--- src/common/coevt_pkg.sv ---
package coevt_pkg;
  localparam int NUM_DIN_BITS = 64;
  localparam int NUM_AIN = 4;
  localparam int NUM_AOUT = 2;
  localparam int NUM_DOUT = 2;
  localparam int NUM_TPDO = 4;
  localparam int NUM_MASK = 2 * NUM_TPDO;
  localparam int ADC_BITS = 12;
  localparam int AVAL_W = 16;
  localparam int ADC_PAD = AVAL_W - ADC_BITS;
  localparam int PDO_W = 64;
  localparam int CNT_W = 32;
  localparam int STAT_W = 8;
  localparam int PDO_DIN = 0;
  localparam int PDO_AIN = 1;
  // Counter and status share the third PDO unless inputs spill over.
  localparam int PDO_CNT = (NUM_DIN_BITS < 65 && NUM_AIN < 5) ? 2 : 3;
  localparam logic [15:0] IDX_DOUT = 16'h6200;
  localparam logic [15:0] IDX_AIN = 16'h6401;
  localparam logic [15:0] IDX_AOUT = 16'h6411;
  localparam logic [15:0] IDX_EVT_EN = 16'h6423;
  localparam logic [15:0] IDX_UPPER = 16'h6424;
  localparam logic [15:0] IDX_LOWER = 16'h6425;
  localparam logic [15:0] IDX_DELTA = 16'h6426;
  localparam logic [15:0] IDX_MASK = 16'h6126;
  localparam logic [15:0] IDX_TPDO_COMM = 16'h1800;
  localparam logic [7:0] SUB_COUNT = 8'h00;
  localparam logic [7:0] SUB_TTYPE = 8'h02;
  localparam logic [7:0] TT_SYNC_ACYC = 8'h00;
  localparam logic [7:0] TT_SYNC_MAX = 8'hF0;
  localparam logic [7:0] TT_EVT_MFR = 8'hFE;
  localparam logic [7:0] TT_EVT_DEV = 8'hFF;
  localparam logic [7:0] TT_RST = 8'hFF;
  localparam logic [31:0] MASK_RST = 32'hFFFF_FFFF;
  localparam logic [15:0] AVAL_RST = 16'h0000;
  localparam logic [7:0] DOUT_RST = 8'h00;
  localparam logic [31:0] RDATA_RST = 32'h0000_0000;
endpackage

--- src/hdl/coevt_chan.sv ---
`timescale 1ns/1ps
module coevt_chan (
  // Clock and control
  input wire logic clk,
  input wire logic rst,
  input wire logic ce,
  // Channel value and reference
  input wire logic [15:0] value,
  input wire logic [15:0] ref_value,
  // Parameters
  input wire logic [15:0] upper,
  input wire logic [15:0] lower,
  input wire logic [15:0] delta,
  // Results
  output logic armed,
  output logic trig
);
  typedef struct packed {
    logic over;
    logic under;
  } coevt_chan_st_t;

  coevt_chan_st_t q;
  coevt_chan_st_t d;
  logic up_on;
  logic lo_on;
  logic dl_on;
  logic over;
  logic under;
  logic [15:0] diff;

  assign up_on = (upper != '0);
  assign lo_on = (lower != '0);
  assign dl_on = (delta != '0);
  assign armed = up_on | lo_on | dl_on;
  // Both sides share the left-aligned unsigned format.
  assign over = up_on && (value > upper);
  assign under = lo_on && (value < lower);
  // Delta is unsigned, so the magnitude of the change is compared.
  assign diff = (value > ref_value) ? value - ref_value : ref_value - value;

  always_comb begin
    d = q;
    d.over = over;
    d.under = under;
  end

  // Limits fire on the crossing so a held excursion sends once.
  assign trig = (over && !q.over) || (under && !q.under) ||
                (dl_on && (diff > delta));

  always_ff @(posedge clk) begin
    if (rst) begin
      q <= '0;
    end else if (ce) begin
      q <= d;
    end
  end
endmodule

--- src/hdl/coevt_pdotrig.sv ---
`timescale 1ns/1ps
module coevt_pdotrig (
  // Configuration
  input wire logic [7:0] ttype,
  input wire logic [63:0] mask,
  // Data
  input wire logic [63:0] cur,
  input wire logic [63:0] last,
  // Event sources
  input wire logic evt_allow,
  input wire logic limit_mode,
  input wire logic limit_trig,
  input wire logic sync_pulse,
  // Decision
  output logic send
);
  logic changed;
  logic changed_any;
  logic is_evt;

  // Only bits whose mask bits are set take part.
  assign changed = |((cur ^ last) & mask);
  // The acyclic synchronous type ignores the mask, so any change counts.
  assign changed_any = |(cur ^ last);
  assign is_evt = (ttype == coevt_pkg::TT_EVT_MFR) ||
                  (ttype == coevt_pkg::TT_EVT_DEV);

  always_comb begin
    send = 1'b0;
    if (is_evt) begin
      if (limit_mode) begin
        send = evt_allow && limit_trig;
      end else begin
        send = evt_allow && changed;
      end
    end else if (ttype == coevt_pkg::TT_SYNC_ACYC) begin
      send = sync_pulse && changed_any;
    end else if (ttype <= coevt_pkg::TT_SYNC_MAX) begin
      send = sync_pulse;
    end
  end
endmodule

--- src/hdl/coevt_top.sv ---
`timescale 1ns/1ps
module coevt_top (
  // Clock, reset, enable
  input wire logic clk,
  input wire logic rst,
  input wire logic ce,
  // Process inputs
  input wire logic [63:0] din,
  input wire logic [47:0] ain_raw,
  input wire logic [7:0] cnt_status,
  input wire logic [31:0] cnt_value,
  input wire logic sync_pulse,
  // Process outputs
  output logic [15:0] dout,
  output logic [31:0] aout,
  // Object dictionary access
  input wire logic od_req,
  input wire logic od_wr,
  input wire logic [15:0] od_index,
  input wire logic [7:0] od_sub,
  input wire logic [31:0] od_wdata,
  output logic od_ack,
  output logic od_abort,
  output logic [31:0] od_rdata,
  // Transmit PDOs
  output logic [3:0] tpdo_req,
  output logic [255:0] tpdo_data
);
  localparam int NA = coevt_pkg::NUM_AIN;
  localparam int NP = coevt_pkg::NUM_TPDO;
  localparam int AW = coevt_pkg::AVAL_W;
  localparam int PW = coevt_pkg::PDO_W;

  typedef struct packed {
    logic [coevt_pkg::NUM_DOUT-1:0][7:0] dout;
    logic [coevt_pkg::NUM_AOUT-1:0][15:0] aout;
    logic evt_en;
    logic [NA-1:0][15:0] upper;
    logic [NA-1:0][15:0] lower;
    logic [NA-1:0][15:0] delta;
    logic [coevt_pkg::NUM_MASK-1:0][31:0] mask;
    logic [NP-1:0][7:0] ttype;
    logic [NP-1:0][63:0] last;
    logic [NP-1:0] req;
    logic ack;
    logic abort;
    logic [31:0] rdata;
  } coevt_top_st_t;

  coevt_top_st_t q;
  coevt_top_st_t d;
  logic [NA-1:0][15:0] ain;
  logic [NP-1:0][63:0] cur;
  logic [NA-1:0] ch_armed;
  logic [NA-1:0] ch_trig;
  logic [NP-1:0] send;
  logic limit_mode;

  // Converter codes are shifted to the top of the word.
  genvar gi;
  generate
    for (gi = 0; gi < NA; gi++) begin : g_ain
      assign ain[gi] = {ain_raw[gi*coevt_pkg::ADC_BITS +: coevt_pkg::ADC_BITS],
                        {coevt_pkg::ADC_PAD{1'b0}}};
      coevt_chan u_chan (
        .clk(clk),
        .rst(rst),
        .ce(ce),
        .value(ain[gi]),
        .ref_value(q.last[coevt_pkg::PDO_AIN][gi*AW +: AW]),
        .upper(q.upper[gi]),
        .lower(q.lower[gi]),
        .delta(q.delta[gi]),
        .armed(ch_armed[gi]),
        .trig(ch_trig[gi])
      );
    end
  endgenerate

  assign limit_mode = |ch_armed;

  // Current PDO images; channel 0 sits in bytes 0 and 1.
  always_comb begin
    cur = '0;
    cur[coevt_pkg::PDO_DIN] = din;
    cur[coevt_pkg::PDO_AIN] = ain;
    cur[coevt_pkg::PDO_CNT][coevt_pkg::STAT_W-1:0] = cnt_status;
    cur[coevt_pkg::PDO_CNT][coevt_pkg::STAT_W +: coevt_pkg::CNT_W] =
      cnt_value;
  end

  generate
    for (gi = 0; gi < NP; gi++) begin : g_pdo
      coevt_pdotrig u_trig (
        .ttype(q.ttype[gi]),
        .mask({q.mask[2*gi+1], q.mask[2*gi]}),
        .cur(cur[gi]),
        .last(q.last[gi]),
        .evt_allow((gi == coevt_pkg::PDO_AIN) ? q.evt_en : 1'b1),
        .limit_mode((gi == coevt_pkg::PDO_AIN) ? limit_mode : 1'b0),
        .limit_trig(|ch_trig),
        .sync_pulse(sync_pulse),
        .send(send[gi])
      );
    end
  endgenerate

  always_comb begin
    int e;
    int p;
    logic hit;
    e = int'(od_sub) - 1;
    p = int'(od_index) - int'(coevt_pkg::IDX_TPDO_COMM);
    hit = 1'b0;
    d = q;
    d.req = '0;
    d.ack = 1'b0;
    d.abort = 1'b0;
    for (int i = 0; i < NP; i++) begin
      if (send[i]) begin
        d.req[i] = 1'b1;
        // The sent image is the reference for change and delta checks.
        d.last[i] = cur[i];
      end
    end
    if (od_req) begin
      d.ack = 1'b1;
      d.rdata = coevt_pkg::RDATA_RST;
      case (od_index)
        coevt_pkg::IDX_DOUT: begin
          if (od_sub == coevt_pkg::SUB_COUNT) begin
            d.rdata = 32'(coevt_pkg::NUM_DOUT);
            d.abort = od_wr;
          end else if (e < coevt_pkg::NUM_DOUT) begin
            if (od_wr) begin
              d.dout[e] = od_wdata[7:0];
            end
            d.rdata = {24'h00_0000, d.dout[e]};
          end else begin
            d.abort = 1'b1;
          end
        end
        coevt_pkg::IDX_AIN: begin
          d.abort = od_wr;
          if (od_sub == coevt_pkg::SUB_COUNT) begin
            d.rdata = 32'(NA);
          end else if (e < NA) begin
            d.rdata = {16'h0000, ain[e]};
          end else begin
            d.abort = 1'b1;
          end
        end
        coevt_pkg::IDX_AOUT: begin
          if (od_sub == coevt_pkg::SUB_COUNT) begin
            d.rdata = 32'(coevt_pkg::NUM_AOUT);
            d.abort = od_wr;
          end else if (e < coevt_pkg::NUM_AOUT) begin
            if (od_wr) begin
              d.aout[e] = od_wdata[15:0];
            end
            d.rdata = {16'h0000, d.aout[e]};
          end else begin
            d.abort = 1'b1;
          end
        end
        coevt_pkg::IDX_EVT_EN: begin
          if (od_sub == coevt_pkg::SUB_COUNT) begin
            if (od_wr) begin
              d.evt_en = od_wdata[0];
            end
            d.rdata = {31'h0000_0000, d.evt_en};
          end else begin
            d.abort = 1'b1;
          end
        end
        coevt_pkg::IDX_UPPER,
        coevt_pkg::IDX_LOWER,
        coevt_pkg::IDX_DELTA: begin
          if (od_sub == coevt_pkg::SUB_COUNT) begin
            d.rdata = 32'(NA);
            d.abort = od_wr;
          end else if (e < NA) begin
            // Parameters may change at any time, enabled or not.
            if (od_index == coevt_pkg::IDX_UPPER) begin
              if (od_wr) begin
                d.upper[e] = od_wdata[15:0];
              end
              d.rdata = {16'h0000, d.upper[e]};
            end else if (od_index == coevt_pkg::IDX_LOWER) begin
              if (od_wr) begin
                d.lower[e] = od_wdata[15:0];
              end
              d.rdata = {16'h0000, d.lower[e]};
            end else begin
              if (od_wr) begin
                d.delta[e] = od_wdata[15:0];
              end
              d.rdata = {16'h0000, d.delta[e]};
            end
          end else begin
            d.abort = 1'b1;
          end
        end
        coevt_pkg::IDX_MASK: begin
          if (od_sub == coevt_pkg::SUB_COUNT) begin
            d.rdata = 32'(coevt_pkg::NUM_MASK);
            d.abort = od_wr;
          end else if (e < coevt_pkg::NUM_MASK) begin
            if (od_wr) begin
              // Value arrives already assembled from LSB-first bytes.
              d.mask[e] = od_wdata;
            end
            d.rdata = d.mask[e];
          end else begin
            d.abort = 1'b1;
          end
        end
        default: begin
          hit = (p >= 0) && (p < NP) && (od_sub == coevt_pkg::SUB_TTYPE);
          if (hit) begin
            if (od_wr) begin
              d.ttype[p] = od_wdata[7:0];
            end
            d.rdata = {24'h00_0000, d.ttype[p]};
          end else begin
            d.abort = 1'b1;
          end
        end
      endcase
    end
  end

  always_ff @(posedge clk) begin
    if (rst) begin
      q.dout <= {coevt_pkg::NUM_DOUT{coevt_pkg::DOUT_RST}};
      q.aout <= {coevt_pkg::NUM_AOUT{coevt_pkg::AVAL_RST}};
      q.evt_en <= 1'b0;
      q.upper <= {NA{coevt_pkg::AVAL_RST}};
      q.lower <= {NA{coevt_pkg::AVAL_RST}};
      q.delta <= {NA{coevt_pkg::AVAL_RST}};
      q.mask <= {coevt_pkg::NUM_MASK{coevt_pkg::MASK_RST}};
      q.ttype <= {NP{coevt_pkg::TT_RST}};
      q.last <= '0;
      q.req <= '0;
      q.ack <= 1'b0;
      q.abort <= 1'b0;
      q.rdata <= coevt_pkg::RDATA_RST;
    end else if (ce) begin
      q <= d;
    end
  end

  assign dout = q.dout;
  assign aout = q.aout;
  assign od_ack = q.ack;
  assign od_abort = q.abort;
  assign od_rdata = q.rdata;
  assign tpdo_req = q.req;
  assign tpdo_data = q.last;
endmodule

--- config.mk ---
export PLATFORM = sky130hd
export DESIGN_NAME = coevt_top
export DESIGN_NICKNAME = d
export VERILOG_FILES = /design/src/common/coevt_pkg.sv /design/src/hdl/coevt_chan.sv /design/src/hdl/coevt_pdotrig.sv /design/src/hdl/coevt_top.sv
export SDC_FILE = /design/constraint.sdc
export NUM_CORES = 2
export LEC_CHECK = 0
export ABC_AREA = 1
export BUFFER_PORTS_ARGS = -buffer_cell sky130_fd_sc_hd__buf_4
export CAP_MARGIN = 0
export CORE_MARGIN = 2
export CORE_UTILIZATION = 40
export CTS_CLUSTER_SIZE = 40
export DETAILED_ROUTE_END_ITERATION = 16
export SLEW_MARGIN = 20
export SYNTH_ARGS = -nofsm -noshare
export SYNTH_HDL_FRONTEND = slang
export SYNTH_SLANG_ARGS = --single-unit
--- constraint.sdc ---
create_clock -name clk -period 9.7 [get_ports clk]
set_input_delay 0.485 -clock clk [delete_from_list [all_inputs] [get_ports clk]]
set_output_delay 0.485 -clock clk [all_outputs]
set_load 0.1 [all_outputs]
==> impl_results.md <==
* TritonCTS clock tree: done
* Area added between synthesis and finish at 14.1%
* Share of layout cells above drive strength 1 at 0.0961
* Cell Area, Synth at 47200 um^2
* Post-synth ARST share at 0
* Number of port buffers at 451
* Synth cell types at 63
* Number of CTS-inserted buffers at 88
* Largest area contributor in the synthesized netlist: dfxtp_1
* First-pass GRT wire length at 310000 um
* Crit Path Class: flop to flop
* Setup Viol. Count Final at 0
* Setup TNS at 0 ns
* Hold crit path type: input port to flop
* Setup crit start kind: flop
* Slowest stage delay, CP at 0.56 ns
* Router iterations before antenna repair at 7
* Layout Skew at 0.0454 ns
* Cts hold-fix bufs at 0
* Core area at 117000 um^2
* Synth Register Bits at 727
* Post-route ant nets at 0
* Largest net degree at the start of global routing at 223
* Fin. Hold Viols at 0
* Initial DRC count at 6259
* Initial Utilization at 0.402
* Clock transition at the registers of the reported paths at 0.06 ns
* Ys Warns at 0
* Die height at 347 um
* Synth top area cells: dfxtp_1, nand2_1, o21ai_0, a21oi_1, ha_1
* CP Data Required Time at 10.27 ns
* Period minus WS final at 5.95 ns
* Crit. End Element: flop
* CTS max path bufs at 3
* Drt total wl at 214000 um
* Util after Layout at 0.458
* Slowest CP cell: nand4_1
* Vias at 51099
* RSZ-0062 raised after global routing: no
* Outcome: finished, final reports clean
* R2R setup slack at 3.75 ns
* # DRC at 0
* Most used DFF post-synth: dfxtp_1
* Post-CTS Setup Repair Bufs at 0
* Rel. slew slack at 0.0515
* CTS Sinks at 727
* Io pins at 556
* Post-DP HPWL at 159000 um
* Worst Max-Slew Pin Slew at 1.41 ns
* Final slew viol count at 0
* Vias in the first global route at 46241
* Layout Nets at 7801
* Crit Path Max Fanout at 97
* H-tree levels at 3
* Worst skew pair latency at 0.71 ns
* Fillers at 12327
* CP arrival at 6.52 ns
* EDFF count, synth at 0
* Wire per inst at 23.9 um
* Full die area at 121000 um^2
* Share of the synthesized area in the top cell type at 0.308
* Vias per Instance at 5.71
* Syn Inst Count at 7190
* RD Place Congestion at 0.975
* Max VDD drop at 0.000160 V
* Seq/Total Area, Yosys at 0.308
* Power per cell area at 147 nW/um^2
* Total track usage at 0.339
* Initial antenna violation count at 9
* Commonest non-fill, non-tap cell in the layout: nand2_1
* Max Freq at 0.168 GHz
* Max cap viols at 0
* Gr ovfl total at 0
* Period Utilization, post-route at 0.614
* Static Leak at 24.6 nW
* Die X at 347 um
* Average size of a mapped cell at 6.56 um^2
* CTS-repair resized insts at 0
* Row cnt at 126
* Crit-path most repeated cell: nand2_1
* Most frequent cells in the layout: nand2_1, o21ai_0, inv_1
* Clock root cell: clkbuf_16
[cell families (layout without fill, tap and decap cells)]
kind of cell             Yosys count  count (layout)  share of synthesized area
AND/OR/NAND/NOR                 2559            2559                      0.226
AO/OA/AOI/OAI                   2145            2145                      0.250
adder cells (fa/ha/maj)          250             250                     0.0676
buffers and inverters           1353            1467                      0.119
other                              1             109                  0.0000795
XOR/XNOR                         149             149                     0.0277
multiplexers                       6               6                    0.00127
flip-flops                       727             727                      0.308
[through the flow]
step	power [mW]	area (um^2)	hold WS, ns	setup WS, ns	std cells
6_report	7.91	53800	0.0573	3.75	8948
5_1_grt	8.14	53800	0.0582	3.36	8944
4_1_cts	7.92	53800	0.0317	3.59	8943
3_5_place_dp	4.52	50900	0.443	3.26	8783
3_3_place_gp	4.51	50800	0.438	3.53	8781
2_1_floorplan	4.09	47600	0.429	4.67	7293
[final timing paths]
path	from	endpoint	depth (start not counted)
max	tpdo_data[76]$_SDFFE_PP0P_	tpdo_data[108]$_SDFFE_PP0P_	26
min	din[4]	tpdo_data[4]$_SDFFE_PP0P_	3
max reg2reg	tpdo_data[76]$_SDFFE_PP0P_	tpdo_data[108]$_SDFFE_PP0P_	26
min reg2reg	q[532]$_SDFFE_PP1P_	q[532]$_SDFFE_PP1P_	2
[state kept, by name, indices dropped and copies added (netlist names)]
name            count
q                 481
tpdo_req            4
od_abort            1
tpdo_data         152
od_rdata           32
g_ain.u_chan.q      8
aout               32
od_ack              1
dout               16
[synth_stat cells, types with 75 or more instances]
master,number
o22ai_1,83
a31oi_1,85
o21ai_0,950
xor2_1,75
inv_1,777
nand4_1,79
nand3_1,304
dfxtp_1,727
o211ai_1,140
buf_4,113
nand2_1,1396
nor3_1,83
buf_2,75
a21oi_1,672
clkbuf_1,325
nor2_1,604
ha_1,242
[report_power, final]
group | total, mW | internal, mW | switching (mW)
Sequential | 3.05 | 3.02 | 0.0308
Clock | 3.44 | 1.95 | 1.49
Combinational | 1.42 | 0.332 | 1.09
Total | 7.91 | 5.30 | 2.61
[worst max-delay path: cells and delay by family (launching register included)]
kind                       cells  cell delay [ns]
adders and majority gates      2             0.72
DFF                            1             0.35
xor gates and xnor gates       1             0.16
buffers and inverters          2             0.35
AOI/OAI and AO/OA              4             0.77
and+or+nand+nor               17             3.44
[layout make-up]
type | count | area [um^2] | area share
Tap cell | 1536 | 1920 | 0.0357
Antenna cell | 5 | 12.5 | 0.000232
Timing Repair Buffer | 508 | 3890 | 0.0722
Inverter | 799 | 3020 | 0.0562
Clock buffer | 132 | 2640 | 0.0490
Clock inverter | 28 | 305 | 0.00567
Sequential cell | 727 | 14600 | 0.270
Multi-Input combinational cell | 5213 | 27500 | 0.511
[layer usage]
| metal | track usage | up-vias | share of wire |
|---|---|---|---|
| li1 | - | 24252 | - |
| met1 | 0.432 | 23925 | 0.40 |
| met2 | 0.544 | 2487 | 0.45 |
| met3 | 0.0646 | 427 | 0.094 |
| met4 | 0.177 | 8 | 0.060 |
| met5 | 0 | - | 0.00027 |
Power figures use the tool's default switching activity.
